==> src/rtl/hfc_pkg.sv <==
// Package with register map, function codes, exception codes and carriers of the command bank
package hfc_pkg;

	// Register word indices of the fast command area
	localparam logic [15:0] HFC_ADDR_RESERVED_WORD_ZERO     = 16'h0000;
	localparam logic [15:0] HFC_ADDR_OPERATION_COMMAND_WORD = 16'h0001;
	localparam logic [15:0] HFC_ADDR_FREQUENCY_REFERENCE    = 16'h0002;
	localparam logic [15:0] HFC_ADDR_OUTPUT_VOLTAGE_GAIN    = 16'h0003;
	localparam logic [15:0] HFC_ADDR_TORQUE_REFERENCE_LIMIT = 16'h0004;

	// Reset values
	localparam logic [15:0] HFC_RST_OPERATION_COMMAND_WORD = 16'h0000;
	localparam logic [15:0] HFC_RST_FREQUENCY_REFERENCE    = 16'h0000;
	localparam logic [15:0] HFC_RST_OUTPUT_VOLTAGE_GAIN    = 16'h03e8;
	localparam logic [15:0] HFC_RST_TORQUE_REFERENCE_LIMIT = 16'h0000;

	// Output voltage gain limits, 0.1 percent per count
	localparam logic [15:0] HFC_GAIN_MIN = 16'h0014;
	localparam logic [15:0] HFC_GAIN_MAX = 16'h07d0;

	// Operation command word fields
	localparam int          HFC_BIT_RUN_A        = 0;
	localparam int          HFC_BIT_RUN_B        = 1;
	localparam int          HFC_BIT_EXT_FAULT    = 2;
	localparam int          HFC_BIT_FAULT_RESET  = 3;
	localparam int          HFC_POS_MF_INPUTS    = 4;
	localparam int          HFC_MF_INPUT_COUNT   = 8;
	localparam logic [15:0] HFC_OPCMD_USED_MASK  = 16'h0fff;

	// Function codes
	localparam logic [7:0] HFC_FC_READ_MULTIPLE  = 8'h03;
	localparam logic [7:0] HFC_FC_WRITE_SINGLE   = 8'h06;
	localparam logic [7:0] HFC_FC_WRITE_MULTIPLE = 8'h10;
	localparam logic [7:0] HFC_FC_READ_WRITE     = 8'h17;

	// Exception codes returned with an answer
	localparam logic [7:0] HFC_EXC_NONE          = 8'h00;
	localparam logic [7:0] HFC_EXC_ILLEGAL_FUNC  = 8'h01;
	localparam logic [7:0] HFC_EXC_ILLEGAL_VALUE = 8'h03;

	// One register word access taken from the protocol engine
	typedef struct packed {
		logic [7:0]  func;
		logic [15:0] addr;
		logic        wr;
		logic [15:0] wdata;
	} hfc_req_t;

	// Answer to one register word access
	typedef struct packed {
		logic [15:0] rdata;
		logic [7:0]  exc;
	} hfc_rsp_t;

	// Run and direction commands towards the drive
	typedef struct packed {
		logic run_fwd;
		logic run_rev;
	} hfc_run_t;

endpackage

==> src/rtl/hfc_run_decode.sv <==
// Run command decoder: maps the two run bits onto forward and reverse run commands
`timescale 1ns/10ps

module hfc_run_decode (
	// Clock and reset
	input  wire logic             clk,
	input  wire logic             nrst,
	// Command bits and run method
	input  wire logic             run_a,
	input  wire logic             run_b,
	input  wire logic             run_command_method_select,
	// Decoded run command
	output hfc_pkg::hfc_run_t     run
);
	import hfc_pkg::*;

	hfc_run_t next_run;

	always_comb begin
		if (run_command_method_select) begin
			// Run/stop on bit 0, bit 1 only picks the direction
			next_run.run_fwd = run_a & ~run_b;
			next_run.run_rev = run_a & run_b;
		end else begin
			// Separate forward and reverse run bits; both set means stop
			next_run.run_fwd = run_a & ~run_b;
			next_run.run_rev = run_b & ~run_a;
		end
	end

	always_ff @(posedge clk or negedge nrst) begin
		if (!nrst) begin
			run <= '0;
		end else begin
			run <= next_run;
		end
	end

endmodule // hfc_run_decode

==> src/rtl/hfc_command_bank.sv <==
// Fast command register bank of the drive network option, slave side
`timescale 1ns/10ps

module hfc_command_bank (
	// Clock and reset
	input  wire logic                clk,
	input  wire logic                nrst,
	// Word accesses from the protocol engine
	input  wire logic                req_valid,
	input  hfc_pkg::hfc_req_t        req,
	output logic                     req_ready,
	output logic                     rsp_valid,
	output hfc_pkg::hfc_rsp_t        rsp,
	// Forwarding of all other drive registers
	output logic                     ext_req_valid,
	output hfc_pkg::hfc_req_t        ext_req,
	input  wire logic                ext_rsp_valid,
	input  hfc_pkg::hfc_rsp_t        ext_rsp,
	// Drive settings
	input  wire logic                run_command_method_select,
	// Commands refreshed to the drive
	output hfc_pkg::hfc_run_t        run,
	output logic                     option_card_external_fault,
	output logic                     fault_reset,
	output logic [7:0]               mf_inputs,
	output logic [15:0]              frequency_reference,
	output logic [15:0]              output_voltage_gain,
	output logic signed [15:0]       torque_reference_limit
);
	import hfc_pkg::*;

	typedef enum logic [0:0] {
		HFC_IDLE     = 1'b0,
		HFC_WAIT_EXT = 1'b1
	} hfc_state_t;

	// Register file state
	logic [15:0] operation_command_word;
	logic [15:0] next_operation_command_word;
	logic [15:0] next_frequency_reference;
	logic [15:0] next_output_voltage_gain;
	logic [15:0] next_torque_reference_limit;

	// Transaction state
	hfc_state_t  state;
	hfc_state_t  next_state;
	logic        next_req_ready;
	logic        next_rsp_valid;
	hfc_rsp_t    next_rsp;
	logic        next_ext_req_valid;
	hfc_req_t    next_ext_req;

	// Decode helpers
	logic        fc_legal;
	logic        fc_dir_ok;
	logic        is_local;
	logic [15:0] local_rdata;

	// Discrete command outputs
	logic        next_option_card_external_fault;
	logic        next_fault_reset;
	logic [7:0]  next_mf_inputs;

	always_comb begin
		// Function code 17 carries both reads and writes; the others have a fixed direction
		case (req.func)
			HFC_FC_READ_MULTIPLE: begin
				fc_legal  = 1'b1;
				fc_dir_ok = ~req.wr;
			end
			HFC_FC_WRITE_SINGLE, HFC_FC_WRITE_MULTIPLE: begin
				fc_legal  = 1'b1;
				fc_dir_ok = req.wr;
			end
			HFC_FC_READ_WRITE: begin
				fc_legal  = 1'b1;
				fc_dir_ok = 1'b1;
			end
			default: begin
				fc_legal  = 1'b0;
				fc_dir_ok = 1'b0;
			end
		endcase
		is_local = (req.addr <= HFC_ADDR_TORQUE_REFERENCE_LIMIT);
		case (req.addr)
			HFC_ADDR_OPERATION_COMMAND_WORD: local_rdata = operation_command_word;
			HFC_ADDR_FREQUENCY_REFERENCE:    local_rdata = frequency_reference;
			HFC_ADDR_OUTPUT_VOLTAGE_GAIN:    local_rdata = output_voltage_gain;
			HFC_ADDR_TORQUE_REFERENCE_LIMIT: local_rdata = torque_reference_limit;
			default:                         local_rdata = 16'h0000;
		endcase
	end

	always_comb begin
		next_state                  = state;
		next_rsp_valid              = 1'b0;
		next_rsp                    = rsp;
		next_ext_req_valid          = 1'b0;
		next_ext_req                = ext_req;
		next_operation_command_word = operation_command_word;
		next_frequency_reference    = frequency_reference;
		next_output_voltage_gain    = output_voltage_gain;
		next_torque_reference_limit = torque_reference_limit;
		case (state)
			HFC_IDLE: begin
				if (req_valid) begin
					if (!(fc_legal && fc_dir_ok)) begin
						// Every request gets an answer, even a refused one
						next_rsp_valid = 1'b1;
						next_rsp.rdata = 16'h0000;
						next_rsp.exc   = HFC_EXC_ILLEGAL_FUNC;
					end else if (is_local) begin
						next_rsp_valid = 1'b1;
						next_rsp.rdata = req.wr ? 16'h0000 : local_rdata;
						next_rsp.exc   = HFC_EXC_NONE;
						if (req.wr) begin
							case (req.addr)
								HFC_ADDR_OPERATION_COMMAND_WORD: begin
									// Upper nibble is reserved and never stored
									next_operation_command_word = req.wdata & HFC_OPCMD_USED_MASK;
								end
								HFC_ADDR_FREQUENCY_REFERENCE: begin
									next_frequency_reference = req.wdata;
								end
								HFC_ADDR_OUTPUT_VOLTAGE_GAIN: begin
									// Out of range leaves the gain alone so the drive never sees it
									if (req.wdata >= HFC_GAIN_MIN && req.wdata <= HFC_GAIN_MAX) begin
										next_output_voltage_gain = req.wdata;
									end else begin
										next_rsp.exc = HFC_EXC_ILLEGAL_VALUE;
									end
								end
								HFC_ADDR_TORQUE_REFERENCE_LIMIT: begin
									next_torque_reference_limit = req.wdata;
								end
								default: begin
									// Reserved word zero: accepted and dropped
									next_rsp.exc = HFC_EXC_NONE;
								end
							endcase
						end
					end else begin
						// Slow drive registers go out to the drive register port
						next_ext_req_valid = 1'b1;
						next_ext_req       = req;
						next_state         = HFC_WAIT_EXT;
					end
				end
			end
			HFC_WAIT_EXT: begin
				if (ext_rsp_valid) begin
					next_rsp_valid = 1'b1;
					next_rsp       = ext_rsp;
					next_state     = HFC_IDLE;
				end
			end
			default: begin
				next_state = HFC_IDLE;
			end
		endcase
		next_req_ready = (next_state == HFC_IDLE);
	end

	always_ff @(posedge clk or negedge nrst) begin
		if (!nrst) begin
			state                  <= HFC_IDLE;
			req_ready              <= 1'b1;
			rsp_valid              <= 1'b0;
			rsp                    <= '0;
			ext_req_valid          <= 1'b0;
			ext_req                <= '0;
			operation_command_word <= HFC_RST_OPERATION_COMMAND_WORD;
			frequency_reference    <= HFC_RST_FREQUENCY_REFERENCE;
			output_voltage_gain    <= HFC_RST_OUTPUT_VOLTAGE_GAIN;
			torque_reference_limit <= HFC_RST_TORQUE_REFERENCE_LIMIT;
		end else begin
			state                  <= next_state;
			req_ready              <= next_req_ready;
			rsp_valid              <= next_rsp_valid;
			rsp                    <= next_rsp;
			ext_req_valid          <= next_ext_req_valid;
			ext_req                <= next_ext_req;
			operation_command_word <= next_operation_command_word;
			frequency_reference    <= next_frequency_reference;
			output_voltage_gain    <= next_output_voltage_gain;
			torque_reference_limit <= next_torque_reference_limit;
		end
	end

	// Discrete command bits are registered again so each output comes from its own flop
	always_comb begin
		next_option_card_external_fault = operation_command_word[HFC_BIT_EXT_FAULT];
		next_fault_reset                = operation_command_word[HFC_BIT_FAULT_RESET];
		next_mf_inputs                  = operation_command_word[HFC_POS_MF_INPUTS +: HFC_MF_INPUT_COUNT];
	end

	always_ff @(posedge clk or negedge nrst) begin
		if (!nrst) begin
			option_card_external_fault <= 1'b0;
			fault_reset                <= 1'b0;
			mf_inputs                  <= 8'h00;
		end else begin
			option_card_external_fault <= next_option_card_external_fault;
			fault_reset                <= next_fault_reset;
			mf_inputs                  <= next_mf_inputs;
		end
	end

	// The input field must fill the port and stay clear of the reserved top nibble
	if (HFC_MF_INPUT_COUNT != 8 || HFC_POS_MF_INPUTS + HFC_MF_INPUT_COUNT > 12) begin : g_mf_field_check
		$error("multi-function input field does not fit the command word");
	end

	hfc_run_decode i_hfc_run_decode (
		.clk                       (clk),
		.nrst                      (nrst),
		.run_a                     (operation_command_word[HFC_BIT_RUN_A]),
		.run_b                     (operation_command_word[HFC_BIT_RUN_B]),
		.run_command_method_select (run_command_method_select),
		.run                       (run)
	);

endmodule // hfc_command_bank

==> config.mk <==
export PLATFORM = sky130hd
export DESIGN_NAME = hfc_command_bank
export DESIGN_NICKNAME = d
export VERILOG_FILES = /design/src/rtl/hfc_pkg.sv /design/src/rtl/hfc_run_decode.sv /design/src/rtl/hfc_command_bank.sv
export SDC_FILE = /design/constraint.sdc
export NUM_CORES = 1
export LEC_CHECK = 0
export ABC_AREA = 1
export BUFFER_PORTS_ARGS = -buffer_cell sky130_fd_sc_hd__buf_4
export CAP_MARGIN = 40
export CELL_PAD_IN_SITES_DETAIL_PLACEMENT = 1
export CELL_PAD_IN_SITES_GLOBAL_PLACEMENT = 1
export CORE_UTILIZATION = 41
export CTS_BUF_LIST = sky130_fd_sc_hd__clkbuf_4 sky130_fd_sc_hd__clkbuf_8
export CTS_CLUSTER_DIAMETER = 50
export DETAILED_ROUTE_END_ITERATION = 8
export GPL_ROUTABILITY_DRIVEN = 0
export PLACE_DENSITY_LB_ADDON = 0.1
export SLEW_MARGIN = 20
export SYNTH_ARGS = -nofsm -noshare
export SYNTH_HDL_FRONTEND = slang
export SYNTH_SLANG_ARGS = --single-unit
==> constraint.sdc <==
create_clock -name clk -period 4.1 [get_ports clk]
set_input_delay 0.205 -clock clk [delete_from_list [all_inputs] [get_ports clk]]
set_output_delay 0.205 -clock clk [all_outputs]
set_load 0.005 [all_outputs]
### Word-level counts from Yosys, hierarchy flattened

Index checks and enable logic that the tools add are counted.

| word-level totals | value |
|---|---|
| register bits after elaboration | 141 |
| latch bits | 0 |
| RAM bits | 0 |
| ROM bits | 0 |
| input bits | 70 |
| output and inout port bits | 128 |
| logic and storage cells | 76 |
| memories | 0 |

| cells by class | value |
|---|---|
| add/sub/neg operators | 0 |
| $mul | 0 |
| divide/modulo/power cells | 0 |
| magnitude comparators | 3 |
| equal/unequal tests | 11 |
| shift operators | 0 |
| mux-type cells | 24 |
| bitwise gates (word level) | 9 |
| reductions and logical operators | 10 |

Operators with widths:

| cell | number |
|---|---|
| 24-bit 2-to-1 mux | 4 |
| 16-bit one-hot mux with 4 select lines | 1 |
| 24-bit one-hot mux with 2 select lines | 1 |
| 16-bit by 2-bit == test with 1-bit output, second input constant | 2 |
| 6-bit AND reduction | 3 |
| 16-bit by 1-bit == test with 1-bit output, second input constant | 1 |
| 16-bit by 3-bit == test with 1-bit output, second input constant | 1 |
| 8-bit by 5-bit == test with 1-bit output, second input constant | 2 |
| 16-bit by 5-bit >= comparator with 1-bit output, second input constant | 1 |
| 16-bit by 11-bit <= comparator with 1-bit output, second input constant | 1 |
| 16-bit by 3-bit <= comparator with 1-bit output, second input constant | 1 |
| 16-bit 2-to-1 mux | 1 |
| 1-bit 2-to-1 mux | 11 |
| 8-bit by 2-bit == test with 1-bit output, second input constant | 1 |
| 8-bit by 3-bit == test with 1-bit output, second input constant | 1 |
| 7-bit AND reduction | 1 |
| 2-bit 2-to-1 mux | 3 |
| 1-bit NOT | 6 |
| 2-bit inequality test, second input constant | 2 |
| 1-bit one-hot mux with 2 select lines | 2 |
| 4-bit AND reduction | 1 |
| 4-bit OR reduction | 1 |
| 1-bit AND | 3 |
| 3-bit inequality test, second input constant | 1 |
| 4 further kinds | 5 |

### Longest topological paths before layout

Gate-level depths: netlist of run 1.

| depth | value |
|---|---|
| word-level depth | 9 |
| gate-level depth with buffers | 12 |

### Cells and area by module

From an unflattened synthesis of run 1, not the netlist that was laid out.

| unflattened totals | value |
|---|---|
| cells, all modules | 791 |
| area, all modules | 6663.9 µm² |

Modules (own cells, without submodules):

| module | times used | cells an instance | area an instance (µm²) | sequential area each (µm²) |
|---|---|---|---|---|
| hfc_command_bank | 1 | 783 | 6591.3 | 3487.1 |
| hfc_run_decode | 1 | 8 | 72.6 | 50.0 |

### Worst setup path after synthesis of run 1

No wires, ideal clock.

| path | value |
|---|---|
| kind | input to register |
| start point | in req[22] (netlist name) |
| end point | reg torque_reference_limit[10] |
| setup time | 0.117 ns |
| arrival | 1.374 ns |
| required time | 3.983 ns |
| setup slack | 2.609 ns |
| stages | 11 |
| buffers on the path | 1 |
| cells stage by stage | nor2_1 > nand2_1 > nor2_2 > nand2_1 > nand2_1 > nand2_1 > nor2_4 > nand2_2 > buf_2 > nand2_1 > nand2_1 |

| between the ends | value |
|---|---|
| longest elaborated chain between the ends | 2 |

RTL lines:

| element | RTL line | RTL |
|---|---|---|
| start, declared | hfc_command_bank.sv:10 | `input hfc_pkg::hfc_req_t req,` |
| 16-bit by 3-bit <= comparator with 1-bit output / 16-bit by 3-bit == test with 1-bit output (equally long branches) | hfc_command_bank.sv:84, hfc_command_bank.sv:117 |  |
| 6-bit AND reduction (no source line) (*) | -- |  |
| end signal, assigned | hfc_command_bank.sv:186 | `torque_reference_limit <= next_torque_reference_limit;` |
| end, declared | hfc_command_bank.sv:28 | `output logic signed [15:0] torque_reference_limit` |

Mark *: on every way between the ends. The rest lies on a longest branch, timed or not.
A chain may end at the register's enable or synchronous reset.

### Worst setup path after layout of run 1

| path | value |
|---|---|
| start point | in req[26] (netlist name) |
| end point | reg rsp[17] (netlist name) |

| between the ends | value |
|---|---|
| longest elaborated chain between the ends | 7 |

RTL lines:

| element | RTL line | RTL |
|---|---|---|
| 16-bit by 3-bit == test with 1-bit output, or another cell as far along | hfc_command_bank.sv:85 | `case (req.addr)` |
| 16-bit one-hot mux with 4 select lines | hfc_command_bank.sv:85 |  |
| 16-bit 2-to-1 mux | hfc_command_bank.sv:114 | `next_rsp.rdata = req.wr ? 16'h0000 : local_rdata;` |
| 24-bit 2-to-1 mux | hfc_command_bank.sv:112 | `end else if (is_local) begin` |
| 24-bit 2-to-1 mux | hfc_command_bank.sv:107 | `if (!(fc_legal && fc_dir_ok)) begin` |
| 24-bit 2-to-1 mux | hfc_command_bank.sv:106 | `if (req_valid) begin` |
| 24-bit one-hot mux with 2 select lines | hfc_command_bank.sv:104 | `case (state)` |
| end signal, assigned | hfc_command_bank.sv:180 | `rsp <= next_rsp;` |
| end, declared | hfc_command_bank.sv:13 | `output hfc_pkg::hfc_rsp_t rsp,` |

Several ways; a longest one is shown, not always the timed one. The select of a mux whose other input is x is not followed.

==> results of run 1 <==
==> cell type report <==
class                      instances  area (um^2)  share of cell area
sequential                       141         3540               0.397
timing repair buffer             237         1860               0.209
clock inverter                    12         97.6              0.0109
multi-input combinational        599         2600               0.291
tap                              216          270              0.0303
inverter                          77          289              0.0324
clock buffer                      20          263              0.0295
==> per-layer routing <==
metal / global-route usage / up-vias / routed length (um)
li1: - / 3166 / -
met1: 0.383 / 3189 / 10100
met2: 0.463 / 215 / 10900
met3: 0.0582 / 31 / 1300
met4: 0.0851 / 0 / 376
met5: 0 / - / 0
==> state kept, by name (all words and copies together) (netlist names), 2 cells and up <==
name / cells
output_voltage_gain: 16
ext_req: 41
i_hfc_run_decode.run: 2
mf_inputs: 8
torque_reference_limit: 16
rsp: 24
frequency_reference: 16
operation_command_word: 12
==> placed cells by master, fill, tap and decap left out <==
| master | synthesis | layout |
|---|---|---|
| nand2_2 | 2 | 2 |
| dfstp_2 | 7 | 7 |
| nor2_2 | 2 | 2 |
| dfrtp_1 | 134 | 134 |
| inv_2 | 2 | 2 |
| nand3_1 | 92 | 92 |
| clkinv_4 | 0 | 2 |
| nand2_1 | 300 | 300 |
| clkbuf_8 | 0 | 18 |
| clkbuf_4 | 0 | 2 |
| clkinvlp_4 | 0 | 2 |
| clkinv_2 | 0 | 7 |
| dlygate4sd3_1 | 0 | 27 |
| nor3_1 | 2 | 2 |
| or2_2 | 1 | 1 |
| o21ai_0 | 23 | 23 |
| buf_6 | 6 | 1 |
| buf_4 | 0 | 208 |
| nor2_4 | 2 | 2 |
| nor3_2 | 1 | 1 |
| nor2_1 | 109 | 109 |
| bufinv_16 | 0 | 1 |
| nand4_1 | 58 | 58 |
| clkinv_1 | 7 | 7 |
| a21oi_1 | 3 | 3 |
| buf_12 | 0 | 1 |
| o21ai_1 | 1 | 1 |
| nand3_2 | 3 | 3 |
| inv_1 | 68 | 68 |
==> per-stage QoR <==
stage | instances | instance area (um^2) | power (mW)
6_report | 1302 | 8920 | 2.98
5_1_grt | 1302 | 8920 | 3.11
4_1_cts | 1301 | 8910 | 3.01
3_5_place_dp | 1242 | 8280 | 1.94
3_3_place_gp | 1241 | 8260 | 1.92
2_1_floorplan | 860 | 6650 | 1.66
==> cell families after synthesis <==
logic type,synth area share
buffers and inverters,0.0770
DFF,0.532
and+or+nand+nor,0.370
AOI/OAI and AO/OA,0.0203
==> cells in the mapped netlist <==
| cell | count | area share |
|---|---|---|
| a21oi_1 | 3 | 0.0023 |
| buf_1 | 2 | 0.0011 |
| buf_2 | 13 | 0.0098 |
| buf_6 | 6 | 0.010 |
| clkbuf_1 | 22 | 0.012 |
| clkinv_1 | 7 | 0.0040 |
| dfrtp_1 | 134 | 0.50 |
| dfstp_2 | 7 | 0.028 |
| inv_1 | 68 | 0.038 |
| inv_2 | 2 | 0.0011 |
| nand2_1 | 300 | 0.17 |
| nand2_2 | 2 | 0.0019 |
| nand3_1 | 92 | 0.069 |
| nand3_2 | 3 | 0.0045 |
| nand4_1 | 58 | 0.055 |
| nor2_1 | 109 | 0.062 |
| nor2_2 | 2 | 0.0019 |
| nor2_4 | 2 | 0.0034 |
| nor3_1 | 2 | 0.0015 |
| nor3_2 | 1 | 0.0015 |
| o21ai_0 | 23 | 0.017 |
| o21ai_1 | 1 | 0.00075 |
| or2_2 | 1 | 0.00094 |
==> worst reg2reg max path, stage by stage, from the launching register on <==
cell and delay [ns]:
dfrtp_1 0.37, buf_4 0.22, nor3_2 0.28, nand2_1 0.13, nor2_4 0.46, buf_4 0.35, nand2_1 0.32, nand2_1 0.17
nand2_1 0.08
==> power by group <==
group | switching, mW | total (mW) | internal, mW
clock | 0.551 | 1.05 | 0.501
sequential | 0.0479 | 1.52 | 1.47
combinational | 0.202 | 0.410 | 0.207
total | 0.801 | 2.98 | 2.18
==> worst min-delay path by stage <==
| stage | from | to | slack (ns) |
|---|---|---|---|
| floorplan | nrst | ext_req[0]$_DFFE_PN0P_ | -0.09 |
| finish | req[2] | ext_req[2]$_DFFE_PN0P_ | 0.03 |
| CTS | req[5] | output_voltage_gain[5]$_DFFE_PN1P_ | 0.003 |
| detailed placement | nrst | rsp[4]$_DFFE_PN0P_ | 0.30 |
| global route | req[1] | ext_req[1]$_DFFE_PN0P_ | 0.02 |
| global placement | nrst | rsp[4]$_DFFE_PN0P_ | 0.28 |
==> qor.yml, run 1 <==
sta:
  hold_violations: 0
  rsz0062_at_grt: "false"
  fmax_ghz: 0.320
  worst_slew_margin_rel: 0.506
  fin_worst_skew_ns: 0.0122
  finalCritPeriodShare: 0.762
  whs_ns: 0.0271
  slew_viol_final: 0
  worst_slack_ns: 0.976
  setup_viol: 0
  fin_setup_tns_ns: 0
  worst_slew_pin_slew_ns: 0.741
  finalWorstPathRequiredPeriod_ns: 3.12
floorplanning:
  die_area_um2: 16700
  die_y_um: 129
  io_pins: 198
  die_x_um: 129
  core_um2: 15800
  num_rows: 46
  start_util: 0.420
route:
  post-route-drc-count: 0
  ant_nets: 0
  routedWlPerCell_um: 17.4
  vias: 6601
  drt-total-wl_um: 22600
  drt-pass1-iter-count: 7
  drtIter0Drc: 367
  routed_via_density: 5.07
grt:
  antenna_found_initial: 0
  grt_pass1_wl_um: 35900
  grt_max_degree: 77
  track_usage: 0.285
  grt_overflow: 0
  grt_pass1_vias: 6606
synth:
  avgSynthCellArea_um2: 7.73
  netlist_area_um2: 6650
  synthesis.nets: 930
  synthCells: 860
  ys_ff_latch: 141
  synth.distinct_cells: 23
  yosysWarningCount: 0
  yosysSeqAreaShare: 0.532
worst_setup_path:
  critPathCaptureType: "flop"
  path_max_fanout: 26
  arrival_ns: 3.52
  worstReg2RegStart: "state$_DFF_PN0_"
  crit_path_start_kind: "primary input"
  path_cells: "dlygate4sd3_1, buf_4, nor2_1, nand2_1, nor2_4, buf_4, o21ai_1, nand3_2, nand3_2, nand2_1, clkinv_1, nor2_1"
  cpPeakStageDelay_ns: 0.54
  crit_slowest_cell: "dlygate4sd3_1"
  ff2ff_path_depth: 8
  cp-endpoint: "rsp[17]$_DFFE_PN0P_"
  reg2reg_to: "operation_command_word[1]$_DFFE_PN0P_"
  regToRegSetupSlack_ns: 1.62
  cp_top_family: "simple AND/OR/NAND/NOR gates"
  cp.depth: 12
  cp.required_ns: 4.50
  criticalPathCategory: "primary input to flop"
  critPathLaunch: "req[26]"
  worst-path-buf-inv: 4
min_path:
  whs_path_depth: 3
  hold_path_class: "primary input to flop"
clock_tree:
  cts_resized: 0
  clock_latency_ns: 0.47
  clockRootBuffer: "clkbuf_8"
  cts_setup_buffers: 0
  clock_path_buffers: 2
  hold_buffers: 27
  path_clk_slew_ns: 0.08
  cts_max_level: 4
  cts_tree: "built"
  cts_made_buffers: 17
  clock_sinks: 141
placed_design:
  port_buffers: 197
  dp_slack_ns: 1.14
  hpwl_um: 16100
layout:
  syn_to_final_growth_pct: 34.2
  fin_nets: 1143
  fillers: 2023
  fin_util: 0.563
  diodes: 0
  drive_gt1_frac: 0.241
run:
  maxCapViolations: 0
power:
  ir_worst_vdd_mv: 0.180
  p_per_area_nw_per_um2: 334
  leakage_nw: 4.98
outcome:
  outcome: "finished clean"
(Power assumes the default switching activity.)
==> inputs of run 2 (changes only) <==
--- a/config.mk
+++ b/config.mk
@@ -5,12 +5,12 @@
 export SDC_FILE = /design/constraint.sdc
 export NUM_CORES = 1
 export LEC_CHECK = 0
-export ABC_AREA = 1
+export ABC_AREA = 0
 export BUFFER_PORTS_ARGS = -buffer_cell sky130_fd_sc_hd__buf_4
 export CAP_MARGIN = 40
 export CELL_PAD_IN_SITES_DETAIL_PLACEMENT = 1
 export CELL_PAD_IN_SITES_GLOBAL_PLACEMENT = 1
-export CORE_UTILIZATION = 41
+export CORE_UTILIZATION = 37
 export CTS_BUF_LIST = sky130_fd_sc_hd__clkbuf_4 sky130_fd_sc_hd__clkbuf_8
 export CTS_CLUSTER_DIAMETER = 50
 export DETAILED_ROUTE_END_ITERATION = 8
==> constraint.sdc (replaced) <==
create_clock -name clk -period 2.8 [get_ports clk]
set_input_delay 0.14 -clock clk [delete_from_list [all_inputs] [get_ports clk]]
set_output_delay 0.14 -clock clk [all_outputs]
set_load 0.005 [all_outputs]
==> qor.yml, run 2 <==
power:
  leakage_nw: 4.39  # -12%
  power.total_mw: 4.31  # +45%
  p_per_area_nw_per_um2: 491  # +47%
  ir_worst_vdd_mv: 0.254  # +41%
route:
  post-route-drc-count: 0  # unchanged
  routedWlPerCell_um: 20.0  # +15%
  ant_nets: 0  # unchanged
  routed_via_density: 5.16  # +1.7%
  drt-pass1-iter-count: 4  # -3
  drt-total-wl_um: 18700  # -17%
  vias: 4817  # -27%
  drtIter0Drc: 179  # -51%
floorplanning:
  die_area_um2: 17100  # +2.2%
  start_util: 0.383  # -0.0368
  num_rows: 46  # unchanged
  die_y_um: 131  # +1.1%
  io_pins: 198  # unchanged
  die_x_um: 131  # +1.1%
  core_um2: 16000  # +1.1%
layout:
  syn_to_final_growth_pct: 43.2
  drive_gt1_frac: 0.494  # +0.253
  multi_input_area_um2: 2450  # -5.7%
  final_common_cell: "buf_4"
  fin_util: 0.549  # -0.0147
  diodes: 0  # unchanged
  fin_nets: 777  # -32%
  largest_reg_flops: 41  # unchanged
  top_regs: "ext_req: 41 flops, rsp: 24 flops"
  final_cell_mix: "buf_4, dfrtp_1, mux2_2"
  seq_area_um2: 3540  # unchanged
  regMostFlops: "ext_req"
  fillers: 1690  # -16%
sta:
  fin_worst_skew_ns: 0.0129  # +0.000684 ns
  worst_slew_margin_rel: 0.578  # +0.0728
  hold_violations: 0  # unchanged
  finalCritPeriodShare: 0.975
  fmax_ghz: 0.366
  setup_viol: 0  # unchanged
  slew_viol_final: 0  # unchanged
  finalWorstPathRequiredPeriod_ns: 2.73
  rsz0062_at_grt: "false"
  worst_slew_pin_slew_ns: 0.632  # -0.108 ns
worst_setup_path:
  criticalPathCategory: "primary input to flop"
  reg2reg_to: "operation_command_word[7]$_DFFE_PN0P_"
  arrival_ns: 3.07  # -0.45 ns
  cpPeakStageDelay_ns: 0.59  # +0.05 ns
  cp-endpoint: "output_voltage_gain[2]$_DFFE_PN0P_"
  cp.required_ns: 3.14  # -1.36 ns
  critPathLaunch: "req[30]"
  crit_top_cell: "buf_4"
  crit_slowest_cell: "or4_4"
  worstReg2RegStart: "state$_DFF_PN0_"
  ff2ff_path_depth: 6  # -2
  path_max_fanout: 19  # -27%
  regToRegSetupSlack_ns: 0.54  # -1.08 ns
  crit_path_start_kind: "primary input"
  critPathCaptureType: "flop"
  path_cells: "dlygate4sd3_1, buf_4, or4_4, nor4_4, buf_4, nand3_2, nor4_4, buf_4, mux2_2"
min_path:
  hold_path_class: "primary input to flop"
placed_design:
  hpwl_um: 13400  # -17%
  port_buffers: 197  # unchanged
grt:
  track_usage: 0.231  # -0.0534
  grt_pass1_wl_um: 29000  # -19%
  antenna_found_initial: 0  # unchanged
  grt_pass1_vias: 5177  # -22%
  grt_max_degree: 67  # -13%
  grt_overflow: 0  # unchanged
synth:
  yosysSeqAreaShare: 0.577  # +0.0449
  synthCells: 457  # -47%
  synthesis.nets: 527  # -43%
  synth_ff_type: "dfrtp_1"
  synth_xor_area_frac: 0.00143  # +0.00143
  synth.distinct_cells: 50  # +120%
  avgSynthCellArea_um2: 13.4  # +74%
  synth-simple-area-share: 0.100  # -0.270
  synth_top_area_frac: 0.547  # +0.0425
  yosysMostFrequentCell: "dfrtp_1"
  synth-compound-area-share: 0.105  # +0.0846
  synth_fa_ha_area_frac: 0  # unchanged
  synth_common_cells: "dfrtp_1, mux2_2, nor2_1"
  netlist_top_cells_area: "dfrtp_1, mux2_2, mux2_4, dfstp_2, o32a_1"
  yosysWarningCount: 0  # unchanged
  netlist.top_cell.by_area: "dfrtp_1"
  netlist_area_um2: 6130  # -7.8%
  ys_ff_latch: 141  # unchanged
  yosys-mux-area-fraction: 0.189  # +0.189
  synth_edf_count: 0  # unchanged
  synthArstFlopShare: 1.00  # unchanged
  synth_top_family_by_area: "multiplexers"
clock_tree:
  clock_latency_ns: 0.45  # -0.02 ns
  cts_max_level: 4  # unchanged
  clockRootBuffer: "clkbuf_8"
  clock_path_buffers: 2  # unchanged
  cts_made_buffers: 17  # unchanged
  path_clk_slew_ns: 0.08  # about the same
  clock_sinks: 141  # unchanged
  cts_tree: "built"
outcome:
  outcome: "finished clean"
run:
  maxCapViolations: 0  # unchanged
## run 2: changes by cell type after synthesis, sizes merged, moves of 18 or more
cell   change
nand2    -295
mux2      +96
nor2      -76
a22o      +18
nand4     -57
inv       -68
o21ai     -21
nand3     -72
## run 2: worst min-delay path by stage
stage | startpoint | end | slack, ns | cells past startpoint
after global routing | ext_rsp[12] | rsp[12]$_DFFE_PN0P_ | 0.02 | 4
final | ext_rsp[12] | rsp[12]$_DFFE_PN0P_ | 0.05 | 4
after detailed placement | nrst | ext_req[30]$_DFFE_PN0P_ | 0.18 | 1
after global placement | nrst | ext_req[28]$_DFFE_PN0P_ | 0.17 | 1
after CTS | ext_rsp[12] | rsp[12]$_DFFE_PN0P_ | 0.02 | 4
after floorplan | nrst | ext_req[0]$_DFFE_PN0P_ | -0.16 | 0
## run 2: per-layer routing
layer | vias up | part of all wire | wire [um] | global-route usage
met5 | - | 0 | 0 | 0
met3 | 25 | 0.061 | 1140 | 0.0692
li1 | 2200 | - | - | -
met4 | 0 | 0.020 | 382 | 0.0879
met1 | 2444 | 0.45 | 8500 | 0.305
met2 | 148 | 0.46 | 8690 | 0.359
## run 2: logic make-up after synthesis
group,after synthesis
multiplexers,96
buffers and inverters,32
AO/OA/AOI/OAI,78
flip-flops,141
AND/OR/NAND/NOR,109
XOR/XNOR,1
## run 2: what timing repair did
item / in CTS / in global routing
endpoints found under the setup margin: 0 / 18
hold endpoints to repair: 158 / 0
hold buffers: 45 / 0
setup buffers: 0 / 0
gates resized for setup: 0 / 2
## run 2: critical path: cells and delay by family
kind | cells | cell delay, ns
simple gates | 4 | 1.33
buf+inv | 4 | 1.24
mux | 1 | 0.35
## run 2: through the flow
step / TNS (ns) / worst slack (ns) / cells / hold WS, ns / area [um^2]
5_1_grt: 0 / 0.0185 / 934 / 0.0231 / 8780
6_report: 0 / 0.0694 / 934 / 0.0452 / 8780
2_1_floorplan: 0 / 0.457 / 457 / -0.156 / 6130
3_5_place_dp: -0.0161 / -0.0161 / 859 / 0.177 / 7920
4_1_cts: 0 / 0.0286 / 934 / 0.0176 / 8770
3_3_place_gp: 0 / 0.163 / 857 / 0.168 / 7900
## run 2: layout make-up
class / instances / share of cell area
Clock buffer: 17 / 0.0266
Clock inverter: 13 / 0.0191
Inverter: 3 / 0.00171
Multi-Input combinational cell: 284 / 0.279
Sequential cell: 141 / 0.403
Tap cell: 216 / 0.0308
Timing Repair Buffer: 260 / 0.240
## run 2: power by group
part / switching, mW / leakage, nW / internal [mW] / total [mW]
clock network: 0.804 / 0.198 / 0.876 / 1.68
logic: 0.204 / 2.29 / 0.273 / 0.477
registers: 0.0411 / 1.90 / 2.11 / 2.15
total: 1.05 / 4.39 / 3.26 / 4.31
